==> src/design/efci_pkg.sv <==
// Package of encodings, widths and state codes for the extended pointer and call decoder.
package efci_pkg;
  localparam int         EFCI_PTR_W       = 12;
  localparam int         EFCI_PC_W        = 21;
  localparam logic [7:0] EFCI_OP_PTR_ADD  = 8'hE8;
  localparam logic [7:0] EFCI_OP_MOVE_1ST = 8'hEB;
  localparam logic [3:0] EFCI_OP_MOVE_2ND = 4'hF;
  localparam logic [15:0] EFCI_OP_CALL_W  = 16'h0014;
  localparam logic [1:0] EFCI_SEL_RETURN  = 2'h3;
  localparam logic [1:0] EFCI_PTR2        = 2'h2;
  localparam logic [1:0] EFCI_Q_LAST      = 2'h3;
  localparam logic [20:0] EFCI_PC_STEP    = 21'h000002;
  localparam logic [20:0] EFCI_PC_RESET   = 21'h000000;
  localparam logic [11:0] EFCI_PTR_RESET  = 12'h000;
  localparam int          EFCI_OP_MSB     = 15;
  localparam int          EFCI_OP_LSB     = 8;
  localparam int          EFCI_NIB_LSB    = 12;
  localparam int          EFCI_SEL_MSB    = 7;
  localparam int          EFCI_SEL_LSB    = 6;
  localparam int          EFCI_LIT_MSB    = 5;
  localparam int          EFCI_OFS_MSB    = 6;
  localparam int          EFCI_MOVE_FORM  = 7;
  localparam int          EFCI_BYTE_W     = 8;
  localparam logic [1:0]  EFCI_PTR0       = 2'h0;
  localparam logic [1:0]  EFCI_PTR1       = 2'h1;

  typedef enum logic [1:0] {
    EFCI_ST_EXEC = 2'b00,
    EFCI_ST_NOP  = 2'b01,
    EFCI_ST_MOVE = 2'b10
  } efci_state_e;
endpackage : efci_pkg

==> src/design/efci_phase_if.sv <==
// Interface carrying the four-phase instruction cycle timing between modules.
`timescale 1ns/1ps
`default_nettype none
interface efci_phase_if;
  logic [1:0] phase;
  logic       last_phase;
  modport gen (output phase, output last_phase);
  modport use_ (input phase, input last_phase);
endinterface : efci_phase_if
`default_nettype wire

==> src/design/efci_decoder.sv <==
// Decode and execute logic for extended pointer-add, add-and-return, computed call and move.
`timescale 1ns/1ps
`default_nettype none
module efci_decoder
  import efci_pkg::*;
#(
  parameter int PTR_W = EFCI_PTR_W,
  parameter int PC_W  = EFCI_PC_W
) (
  input  wire logic              clk,
  input  wire logic              rst_b,
  input  wire logic              extended_set_enable_bit,
  input  wire logic              instr_valid,
  input  wire logic [15:0]       instr_word,
  input  wire logic [7:0]        working_register,
  input  wire logic [7:0]        pc_high_latch,
  input  wire logic [7:0]        pc_upper_latch,
  input  wire logic [PC_W-1:0]   return_stack_top,
  input  wire logic [7:0]        mem_rdata,
  output logic [PTR_W-1:0]       indirect_pointer_0,
  output logic [PTR_W-1:0]       indirect_pointer_1,
  output logic [PTR_W-1:0]       indirect_pointer_2,
  output logic [PC_W-1:0]        pc,
  output logic                   pc_load,
  output logic                   stack_push,
  output logic [PC_W-1:0]        stack_push_data,
  output logic                   stack_pop,
  output logic [PTR_W-1:0]       mem_addr,
  output logic                   mem_rd,
  output logic                   mem_wr,
  output logic [7:0]             mem_wdata,
  output logic                   nop_cycle,
  output logic                   not_handled,
  output logic [1:0]             q_phase
);
  // One phase counter drives both decode and the phase output, so they cannot drift apart.
  efci_phase_if ph ();

  efci_phase_gen u_phase (
    .clk   (clk),
    .rst_b (rst_b),
    .ph    (ph)
  );

  // Every register of the decoder except the phase counter in u_phase lives in this one struct.
  typedef struct packed {
    efci_state_e            state;
    logic [PTR_W-1:0]       ptr0;
    logic [PTR_W-1:0]       ptr1;
    logic [PTR_W-1:0]       ptr2;
    logic [PC_W-1:0]        pc;
    logic                   pc_load;
    logic                   push;
    logic [PC_W-1:0]        push_data;
    logic                   pop;
    logic [PTR_W-1:0]       addr;
    logic                   rd;
    logic                   wr;
    logic [7:0]             wdata;
    logic                   nop;
    logic                   unhandled;
  } efci_state_s;

  efci_state_s s_q;
  efci_state_s s_d;

  logic [1:0]       sel;
  logic [7:0]       op_byte;
  logic [3:0]       op_nibble;
  logic [PTR_W-1:0] lit;
  logic [PTR_W-1:0] offset;
  logic             is_ptr_add;
  logic             is_return;
  logic             is_move;
  logic             is_call;
  logic [PC_W-1:0]  pc_next_word;
  logic [PC_W-1:0]  call_target;
  logic [PTR_W-1:0] move_src_addr;
  logic [PTR_W-1:0] move_dst_addr;

  // The top byte and selector are decoded once; extended forms die when the enable is low.
  assign op_byte    = instr_word[EFCI_OP_MSB:EFCI_OP_LSB];
  assign op_nibble  = instr_word[EFCI_OP_MSB:EFCI_NIB_LSB];
  assign sel        = instr_word[EFCI_SEL_MSB:EFCI_SEL_LSB];
  // Literals are zero-extended: the add is unsigned and moves a pointer down only by wrapping past the top.
  assign lit        = PTR_W'(instr_word[EFCI_LIT_MSB:0]);
  assign offset     = PTR_W'(instr_word[EFCI_OFS_MSB:0]);
  assign is_ptr_add = extended_set_enable_bit && (op_byte == EFCI_OP_PTR_ADD);
  assign is_return  = is_ptr_add && (sel == EFCI_SEL_RETURN);
  // The form bit set marks the indexed-to-indexed move, which is left to other logic.
  assign is_move    = extended_set_enable_bit && (op_byte == EFCI_OP_MOVE_1ST)
                      && !instr_word[EFCI_MOVE_FORM];
  // The whole word is compared, so a near miss is never taken for a call.
  assign is_call    = extended_set_enable_bit && (instr_word == EFCI_OP_CALL_W);

  // Pointer-add and move words step the counter by one word, kept at the counter's width.
  assign pc_next_word  = s_q.pc + PC_W'(EFCI_PC_STEP);
  // Upper latch bits above the counter width are dropped; the counter cannot hold them.
  assign call_target   = {pc_upper_latch[PC_W-2*EFCI_BYTE_W-1:0], pc_high_latch,
                          working_register};
  // The sum stays PTR_W wide so it wraps across the byte boundary.
  assign move_src_addr = s_q.ptr2 + offset;
  assign move_dst_addr = instr_word[PTR_W-1:0];

  always_comb begin
    // Pulse fields default low so none can stretch past one clock.
    s_d           = s_q;
    s_d.pc_load   = 1'b0;
    s_d.push      = 1'b0;
    s_d.pop       = 1'b0;
    s_d.rd        = 1'b0;
    s_d.wr        = 1'b0;
    s_d.nop       = 1'b0;
    s_d.unhandled = 1'b0;
    // Everything happens at the last phase so a word is taken once per instruction cycle.
    if (ph.last_phase) begin
      case (s_q.state)
        EFCI_ST_EXEC: begin
          if (instr_valid) begin
            if (is_return) begin
              // Pointer and counter change together; no status is touched.
              s_d.ptr2    = s_q.ptr2 + lit;
              s_d.pc      = return_stack_top;
              s_d.pc_load = 1'b1;
              s_d.pop     = 1'b1;
              s_d.state   = EFCI_ST_NOP;
            end else if (is_ptr_add) begin
              // Sums stay PTR_W wide so they wrap across the byte boundary.
              case (sel)
                EFCI_PTR0: s_d.ptr0 = s_q.ptr0 + lit;
                EFCI_PTR1: s_d.ptr1 = s_q.ptr1 + lit;
                default:   s_d.ptr2 = s_q.ptr2 + lit;
              endcase
              s_d.pc = pc_next_word;
            end else if (is_call) begin
              // The return address is the word after the call, taken before the counter moves.
              s_d.push      = 1'b1;
              s_d.push_data = pc_next_word;
              // Only the program counter changes; working, status and bank stay put.
              s_d.pc        = call_target;
              s_d.pc_load   = 1'b1;
              s_d.state     = EFCI_ST_NOP;
            end else if (is_move) begin
              s_d.addr  = move_src_addr;
              s_d.rd    = 1'b1;
              s_d.pc    = pc_next_word;
              s_d.state = EFCI_ST_MOVE;
            end else begin
              // Anything else belongs to other decode logic and is only flagged here.
              s_d.unhandled = 1'b1;
            end
          end
        end
        EFCI_ST_NOP: begin
          // The word fetched here belongs to the abandoned path, so it is dropped unseen.
          s_d.nop   = 1'b1;
          s_d.state = EFCI_ST_EXEC;
        end
        EFCI_ST_MOVE: begin
          // The source byte was read at the end of the first word's cycle.
          if (instr_valid && op_nibble == EFCI_OP_MOVE_2ND) begin
            s_d.addr  = move_dst_addr;
            s_d.wdata = mem_rdata;
            s_d.wr    = 1'b1;
            s_d.pc    = pc_next_word;
          end else begin
            // A missing second word abandons the move rather than write to a guessed address.
            s_d.unhandled = 1'b1;
          end
          s_d.state = EFCI_ST_EXEC;
        end
        default: s_d.state = EFCI_ST_EXEC;
      endcase
    end
  end

  // Reset is asynchronous so a half-done move or idle cycle never survives it.
  always_ff @(posedge clk or negedge rst_b) begin
    if (!rst_b) begin
      // Pointers and counter restart from their reset values; pulses and state clear.
      s_q       <= '0;
      s_q.state <= EFCI_ST_EXEC;
      s_q.pc    <= EFCI_PC_RESET;
      s_q.ptr0  <= EFCI_PTR_RESET;
      s_q.ptr1  <= EFCI_PTR_RESET;
      s_q.ptr2  <= EFCI_PTR_RESET;
    end else begin
      s_q <= s_d;
    end
  end

  // Every output comes straight from a flop, so none can glitch while phases step.
  assign indirect_pointer_0 = s_q.ptr0;
  assign indirect_pointer_1 = s_q.ptr1;
  assign indirect_pointer_2 = s_q.ptr2;
  assign pc                 = s_q.pc;
  assign pc_load            = s_q.pc_load;
  assign stack_push         = s_q.push;
  assign stack_push_data    = s_q.push_data;
  assign stack_pop          = s_q.pop;
  assign mem_addr           = s_q.addr;
  assign mem_rd             = s_q.rd;
  assign mem_wr             = s_q.wr;
  assign mem_wdata          = s_q.wdata;
  assign nop_cycle          = s_q.nop;
  assign not_handled        = s_q.unhandled;
  assign q_phase            = ph.phase;
endmodule : efci_decoder
`default_nettype wire

==> src/design/efci_phase_gen.sv <==
// Four-phase instruction cycle generator.
`timescale 1ns/1ps
`default_nettype none
module efci_phase_gen
  import efci_pkg::*;
(
  input wire logic    clk,
  input wire logic    rst_b,
  efci_phase_if.gen   ph
);
  typedef struct packed {
    logic [1:0] phase;
  } efci_phase_s;

  efci_phase_s s_q;
  efci_phase_s s_d;

  always_comb begin
    s_d       = s_q;
    s_d.phase = s_q.phase + 2'h1;
  end

  always_ff @(posedge clk or negedge rst_b) begin
    if (!rst_b) begin
      s_q <= '0;
    end else begin
      s_q <= s_d;
    end
  end

  assign ph.phase      = s_q.phase;
  assign ph.last_phase = (s_q.phase == EFCI_Q_LAST);
endmodule : efci_phase_gen
`default_nettype wire

==> config.mk <==
export PLATFORM = sky130hd
export DESIGN_NAME = efci_decoder
export DESIGN_NICKNAME = d
export VERILOG_FILES = /design/src/design/efci_pkg.sv /design/src/design/efci_phase_if.sv /design/src/design/efci_decoder.sv /design/src/design/efci_phase_gen.sv
export SDC_FILE = /design/constraint.sdc
export NUM_CORES = 1
export LEC_CHECK = 0
export BUFFER_PORTS_ARGS = -buffer_cell sky130_fd_sc_hd__buf_2
export CAP_MARGIN = 20
export CORE_MARGIN = 2
export CORE_UTILIZATION = 49
export CTS_CLUSTER_SIZE = 8
export DETAILED_ROUTE_END_ITERATION = 16
export PLACE_DENSITY_LB_ADDON = 0.2
export SYNTH_ARGS = -nofsm -noshare
export SYNTH_HDL_FRONTEND = slang
export SYNTH_HIERARCHICAL = 1
export SYNTH_SLANG_ARGS = --single-unit
==> constraint.sdc <==
create_clock -name clk -period 2.1 [get_ports clk]
set_input_delay 0.315 -clock clk [delete_from_list [all_inputs] [get_ports clk]]
set_output_delay 0.315 -clock clk [all_outputs]
set_load 0.005 [all_outputs]
# [After elaboration in Yosys (flattened, before gate mapping)]
# Index checks and enable logic that the tools add are counted.
[classes] add_sub_neg=6 n_mul=0 div=0 n_lt_le_gt_ge=0 eq_ne=19 shifts=0 mux=40 n_bitwise=2 reduce_logical=20
[op_table] operator="$mux W96" count=1
[op_table] operator="$mux W21" count=4
[op_table] operator="$mux W13" count=4
[op_table] operator="$mux W12" count=4
[op_table] operator="$mux W24" count=2
[op_table] operator="$mux W48" count=1
[op_table] operator="$mux W23" count=2
[op_table] operator="$pmux W21 S2" count=1
[op_table] operator="$add A12 B6 Y12" count=3
[op_table] operator="$mux W36" count=1
[op_table] operator="$mux W34" count=1
[op_table] operator="$pmux W12 S2" count=1
[op_table] operator="$mux W22" count=1
[op_table] operator="$add A21 B2 Y21 const B" count=1
[op_table] operator="$mux W9" count=2
[op_table] operator="$reduce_and A6 Y1" count=3
[op_table] operator="$eq A16 B5 Y1 const B" count=1
[op_table] operator="$eq A8 B8 Y1 const B" count=2
[op_table] operator="$add A12 B7 Y12" count=1
[op_table] operator="$ne A2 B2 Y1 const B" count=6
[op_table] operator="$mux W2" count=5
[op_table] operator="$reduce_and A5 Y1" count=2
[op_table] operator="$mux W1" count=9
[op_table] operator="$reduce_and A8 Y1" count=1
[op_table] operator="17 further kinds" count=28
[word_totals] ff_bits=109 latchBits=0 ramBits=0 rom_bits=0 in_bits=73 output_inout_bits=107 wordCells=103 mem_count=0

# [Logic depth before layout (Yosys ltp)]
# Gate-level depths: netlist (run 1).
[depth] word_depth=10 mapped_depth=9 mapped_depth_nobuf=9

# [By module]
# Netlist (run 1), hierarchy kept.
[modules_own_cells] mod="efci_decoder" instances=1 cells_each=756 area_each_um2=6979.2 seq_area_each_um2=2677.6
[modules_own_cells] mod="efci_phase_gen" instances=1 cells_each=4 area_each_um2=66.3 seq_area_each_um2=50.0

# [Worst setup path before layout (run 1)]
# OpenSTA, ideal clock, no wires.
[synth_path] path_kind="register to register" startpoint="register s_q (netlist bit indirect_pointer_2[0])" endpoint="register s_q (netlist bit mem_addr[10])" setup_time_ns=0.138 arrival_time_ns=1.906 required_time_ns=1.962 path_slack_ns=0.056 stages_incl_launch_ff=9 n_path_buf=0 period_less_slack_ns=2.044 path_cell_list="dfrtp_1 -> ha_1 -> fa_1 -> a211oi_1 -> o21ai_0 -> a31o_2 -> nand2_1 -> xor2_1 -> o221ai_2"
[synth_via] elab_chain_cells=7
[synth_lines] element="from (decl)" line_no="efci_decoder.sv:64" rtl="efci_state_s s_q;"
[synth_lines] element="$add A12 B7 Y12" line_no="efci_decoder.sv:102" rtl="assign move_src_addr = s_q.ptr2 + offset;"
[synth_lines] element="$mux W13" line_no="efci_decoder.sv:143" rtl="end else if (is_move) begin"
[synth_lines] element="$mux W13" line_no="efci_decoder.sv:135" rtl="end else if (is_call) begin"
[synth_lines] element="$mux W13" line_no="efci_decoder.sv:127" rtl="end else if (is_ptr_add) begin"
[synth_lines] element="$mux W13" line_no="efci_decoder.sv:120" rtl="if (is_return) begin"
[synth_lines] element="$mux W96" line_no="efci_decoder.sv:119" rtl="if (instr_valid) begin"
[synth_lines] element="$pmux W12 S2" line_no="efci_decoder.sv:117" rtl="case (s_q.state)"
# No other way between the ends. The select of a mux whose other input is x is not followed.
# A chain may end at the register's enable or synchronous reset.

# [Worst setup path in the final report (run 1)]
# Same ends and word-level chain as after synthesis.

==> results.md, run 1 <==
- Startpoint types: register
- Initial DRC count: 502
- Final setup violation count: 0
- Commonest non-fill, non-tap cell in the layout: buf_2
- Worst EP required: 2.33 ns
- CP max-delay cell: dfrtp_1
- Via count: 6104
- CP Capture Type: register
- Total routed wirelength: 19000 um
- Skew-Pair Late Insertion Delay: 0.35 ns
- Critical path peak fanout: 2
- Initial antenna violation count: 1
- M2 GR Usage: 39.6%
- Layout Nets: 1005
- Clk buf depth: 2
- Cts bufs inserted: 9
- Hold Path Depth: 2
- Delay-heaviest family, CP: compound AO/OA/AOI/OAI gates
- Dpl hpwl: 14200 um
- Root buf cell: clkbuf_16
- Clock sink total: 109
- Crit path kind: register to register
- DRC: 0
- Avg Synthesized Cell Area: 9.27 um2
- Final Hold Vio Count: 0
- Die Area: 15400 um2
- Mapped Cells: 760
- #FFs+latches synth: 109
- Seq/Total Area, Yosys: 38.7%
- Worst hold margin: 0.190 ns
- Slew HR: 65.4%
- GP Congestion: 0.901
- Pins Over Slew Limit: 0
- Crit path depth: 8
- RSZ-0062 raised after global routing: true
- Antenna-violating nets left: 0
- Reg clk slew, reported paths: 0.07 ns
- Post-synth cell types: 78
- Top-Level Pins: 180
- Number of synthesized flops with an enable pin: 0
- FP Rows: 43
- Area delta synth->final: 21.2%
- CP peak stage delay: 0.42 ns
- Synth warnings: 6
- GR met1 Demand/Resource: 34.4%
- FFs w/ async S/R, synth: 100%
- Maximum number of pins on one net before global-route repair: 53
- H-tree depth: 3
- TritonCTS clock tree: done
- Most frequent cells in the layout: buf_2 (175), dfrtp_1 (108), nand2_1 (84)
- Vias in the first global route: 5812
- Worst IR Drop VDD: 308 uV
- GR Util met3: 4.35%
- First-pass GRT wire length: 29500 um
- Worst Reg-to-Reg Cells: 8
- DR WL/cell: 17.4 um
- WP buf/inv: 0
- Syn Nets: 857
- Max-Cap Viols: 0
- HP Class: primary input to register
- FILL cells: 1211
- Leakage: 4.23 nW
- Final Critical Period: 2.07 ns
- Arr. time, crit path: 2.29 ns
- Gr usage total: 24.9%
- Starting Density: 50.4%
- Core Area: 14000 um2
- Cell area after placement: 7970 um2
- Dominant synthesized flop cell: dfrtp_1
- Port bufs: 176
- Mapped cell area: 7050 um2
- Clock skew: 0.00733 ns
- Global route hottest layer: met2
- Crit-path cells: ha_4, fa_2, a211oi_2, o21ai_2, a31o_2, nand2_1, xor2_1, o221ai_2
- TritonRoute pass-1 iters: 5
- Remaining global-route overflow: 0
- Status: finished, final reports clean
- Die Wd: 124 um
- Final Cycle Share: 98.5%
- Die Y: 124 um
- Design area: 8540 um2
- Slew @ Worst Pin: 0.518 ns
- PwrDens: 511 nW/um2
- Layout cells sized above 1: 38.3%
- Fmax: 483 MHz
- Vias/cell: 5.58
## logic make-up (layout without fill, tap and decap cells)
logic type | Yosys count | after routing | share of synthesized area, %
mux | 14 | 14 | 2.24
buf+inv | 148 | 300 | 13.5
simple gates | 250 | 250 | 18.2
xor+xnor | 50 | 50 | 6.22
flops | 109 | 109 | 38.7
fa+ha+maj | 24 | 24 | 4.58
compound gates | 165 | 166 | 16.5
other cells | 0 | 1 | 0
## cells in the mapped netlist (5+ instances only)
cell type    n  area (um2)
ha_1        21         263
a21oi_1     39         195
xor2_1      20         175
a21o_1       9        67.6
buf_2       13        65.1
nor2b_1      5        31.3
o31a_1       5        43.8
nand3_1     26         130
mux2_2      14         158
o31ai_1      5        37.5
nand2_1     84         315
a22oi_1      5        37.5
nor3_1      21         105
o211ai_1     7        52.6
buf_4      100         751
o21ai_0     19        95.1
dfrtp_1    109        2730
o21ai_1     19        95.1
clkbuf_1    12        45.0
xnor2_1     30         263
o22ai_1      6        37.5
nor2_1      58         218
a31oi_1      6        37.5
inv_1       22        82.6
## registers in the layout (all words and copies together) (netlist names)
signal              cells
pc                     21
mem_wdata               8
stack_pop               1
s_q                     2
mem_wr                  1
u_phase/ph.phase        2
indirect_pointer_2     12
not_handled             1
pc_load                 1
mem_addr               12
stack_push              1
indirect_pointer_1     12
mem_rd                  1
indirect_pointer_0     12
stack_push_data        21
nop_cycle               1
## area by class of cell
class                           count  area, um2  share of cell area [%]
Tap cell                          180        225                    2.64
Clock inverter                      5       82.6                   0.967
Multi-Input combinational cell    504       3560                    41.7
Antenna cell                        1       2.50                  0.0293
Timing Repair Buffer              262       1600                    18.7
Clock buffer                       11        253                    2.96
Inverter                           22       82.6                   0.967
Sequential cell                   109       2730                    32.0
## power by group
| group | internal [mW] | total (mW) | switching [mW] |
|---|---|---|---|
| sequential | 2.11 | 2.12 | 0.0128 |
| clock | 1.11 | 1.90 | 0.789 |
| combinational | 0.149 | 0.338 | 0.190 |
| total | 3.37 | 4.36 | 0.991 |
## metal layers
metal  share of wire [%]  up-vias
met5                   0        -
met4                 2.1        0
met3                 7.1       33
met2                  47      230
met1                  44     2955
li1                    -     2886
## stage by stage
stage               std cells  setup slack [ns]  utilization (%)  TNS (ns)  power [mW]
finish                   1094            0.0316             61.0         0        4.36
global route             1093           -0.0800             61.0    -0.337        4.52
CTS                      1091           0.00342             59.9         0        4.38
detailed placement       1073            -0.225             57.0     -5.32        2.49
global placement         1073            -0.168             57.0     -4.50        2.47
floorplan                 760            0.0565                -         0        2.28
## worst paths after layout
check	to	startpoint	slack (ns)
setup / recovery	mem_addr[10]	indirect_pointer_2[0]	0.03
hold / removal	mem_wdata[1]	mem_rdata[1]	0.19
setup reg to reg	mem_addr[10]	indirect_pointer_2[0]	0.03
hold reg to reg	u_phase/ph.phase[0]	u_phase/ph.phase[0]	0.46
max in group asynchronous	indirect_pointer_2[1]	rst_b	0.97
min in group asynchronous	indirect_pointer_0[3]	rst_b	0.47
## timing repair
action / 4_1_cts / 5_1_grt
endpoints found under the hold margin: 30 / 0
buffers inserted: 0 / 2
hold buffers: 1 / 0
pin swaps: 1 / 4
setup endpoints to repair: 20 / 35
gates resized for setup: 9 / 24
cloned: 1 / 0
Note: power is estimated with default switching activity, not from simulation.
==> inputs of run 2 (changes only) <==
Settings changed: CORE_ASPECT_RATIO set to 1.4, GPL_TIMING_DRIVEN set to 0.
==> run 2 against run 1 <==
  * Register-to-register slack gained 0.02 ns
  * Total power grew 0.76%
  * Flip-flop and latch count is the same
  * Non-clock buffer count grew 59
  * Largest power group unchanged
  * Highest routed layer unchanged
==> results.md, run 2 (synthesized netlist as in run 1, its figures left out) <==
- Status: finished, final reports clean
- Hold_buf cts: 0
- Most frequent cells in the layout: buf_2 (185), buf_4 (118), dfrtp_1 (107)
- Final Cycle Share: 97.4%
- Clock Power Share: 44.4%
- Max-Cap Viols: 0
- CP Capture Type: register
- Core Area: 14000 um2
- Die Wd: 105 um
- Worst Reg-to-Reg Cells: 6
- First-pass GRT wire length: 30700 um
- Port bufs: 176
- Antenna-violating nets left: 0
- Crit-path cells: nand4_2, or4_1, nor4_1, a221o_1, o21ai_1, o21ai_0
- Initial antenna violation count: 1
- Layout Nets: 1063
- Sw Share: 22.1%
- CP max-delay cell: or4_1
- Internal power: 3.42 mW
- Remaining global-route overflow: 0
- Vias in the first global route: 6085
- Logic pwr share: 7.3%
- Final Hold Vio Count: 0
- Starting Density: 50.4%
- Critical path peak fanout: 6
- Total routed wirelength: 19200 um
- H-tree depth: 3
- Slew HR: 52.1%
- DRC: 0
- CP peak stage delay: 0.60 ns
- GP Congestion: 0.885
- Skew-Pair Late Insertion Delay: 0.35 ns
- Maximum number of pins on one net before global-route repair: 58
- Pins Over Slew Limit: 0
- Fmax: 489 MHz
- RSZ-0062 raised after global routing: true
- Cts bufs inserted: 9
- Vias/cell: 5.36
- Startpoint types: register
- Final Critical Period: 2.05 ns
- Clock sink total: 109
- Root buf cell: clkbuf_16
- Area delta synth->final: 27.2%
- Util after Layout: 64.1%
- Reg clk slew, reported paths: 0.07 ns
- Delay-heaviest family, CP: simple AND/OR/NAND/NOR gates
- DR WL/cell: 16.6 um
- Dpl hpwl: 14200 um
- Clk buf depth: 2
- Final setup violation count: 0
- TritonCTS clock tree: done
- Crit path depth: 6
- Final Power: 4.39 mW
- FILL cells: 1259
- Initial DRC count: 318
- Reg power frac: 48.3%
- Via count: 6186
- Worst IR Drop VDD: 344 uV
- Crit path kind: register to register
- Arr. time, crit path: 2.32 ns
- HP Class: primary input to async pin
- Slew @ Worst Pin: 0.719 ns
- Die Y: 146 um
- Leakage: 4.55 nW
- Final WS setup: 0.0544 ns
- Layout cells sized above 1: 41.9%
- Top-Level Pins: 180
- Placement Setup Slack: -0.568 ns
- Die Area: 15400 um2
- Gr usage total: 25.1%
- FP Rows: 51
- WP buf/inv: 0
- PwrDens: 490 nW/um2
- TritonRoute pass-1 iters: 7
- Sw Pwr: 970 uW
- Commonest non-fill, non-tap cell in the layout: buf_2
- Worst EP required: 2.37 ns
- Clock skew: 0.00680 ns
## run 2: layout make-up
cell class	count	area [um2]	area share, %
diodes	1	2.50	0.0279
inverters	22	82.6	0.921
multi-input cells	503	3630	40.5
clock inverters	4	97.6	1.09
clock buffers	10	239	2.67
well taps	185	231	2.58
flip-flops and latches	109	2730	30.5
plain buffers	125	887	9.90
repair buffers	196	1060	11.9
## run 2: repair_timing
action | in CTS | in global routing
pin swaps | 11 | 11
setup buffers | 15 | 3
gates cloned | 0 | 1
endpoints found under the setup margin | 70 | 54
gates resized for setup | 32 | 32
## run 2: per-stage QoR
step                      TNS [ns]  hold WS [ns]  cell area (um2)  cells
final                            0       0.00389             8960   1155
after global routing        -0.124        0.0513             8960   1155
after CTS                        0        0.0395             8770   1150
after detailed placement    -16.68         0.415             8190   1122
after global placement      -83.07         0.438             8160   1121
after floorplan                  0        0.0194             7050    760
## run 2: final timing paths
| path | startpoint | end | slack, ns |
|---|---|---|---|
| setup / recovery | pc[4] | pc[16] | 0.05 |
| hold / removal | rst_b | stack_push_data[7] | 0.004 |
| setup reg to reg | pc[4] | pc[16] | 0.05 |
| hold reg to reg | indirect_pointer_1[11] | indirect_pointer_1[11] | 0.47 |
| max in group asynchronous | rst_b | mem_wdata[4] | 1.36 |
| min in group clk | mem_rdata[1] | mem_wdata[1] | 0.19 |
## run 2: per-layer routing
| layer | routed length (um) | track usage [%] | vias to the layer above | part of all wire, % |
|---|---|---|---|---|
| li1 | - | - | 2988 | - |
| met1 | 7690 | 30.8 | 2941 | 40 |
| met2 | 9810 | 43.5 | 226 | 51 |
| met3 | 1180 | 4.52 | 31 | 6.1 |
| met4 | 538 | 9.47 | 0 | 2.8 |
| met5 | 0 | 0 | - | 0 |
## run 2: power groups by stage
stage | clock, mW | combinational [mW] | sequential [mW]
2_1_floorplan | 0 | 0.119 | 2.16
3_3_place_gp | 0 | 0.294 | 2.16
3_5_place_dp | 0 | 0.301 | 2.16
4_1_cts | 1.97 | 0.311 | 2.12
5_1_grt | 2.06 | 0.353 | 2.12
6_report | 1.95 | 0.320 | 2.12
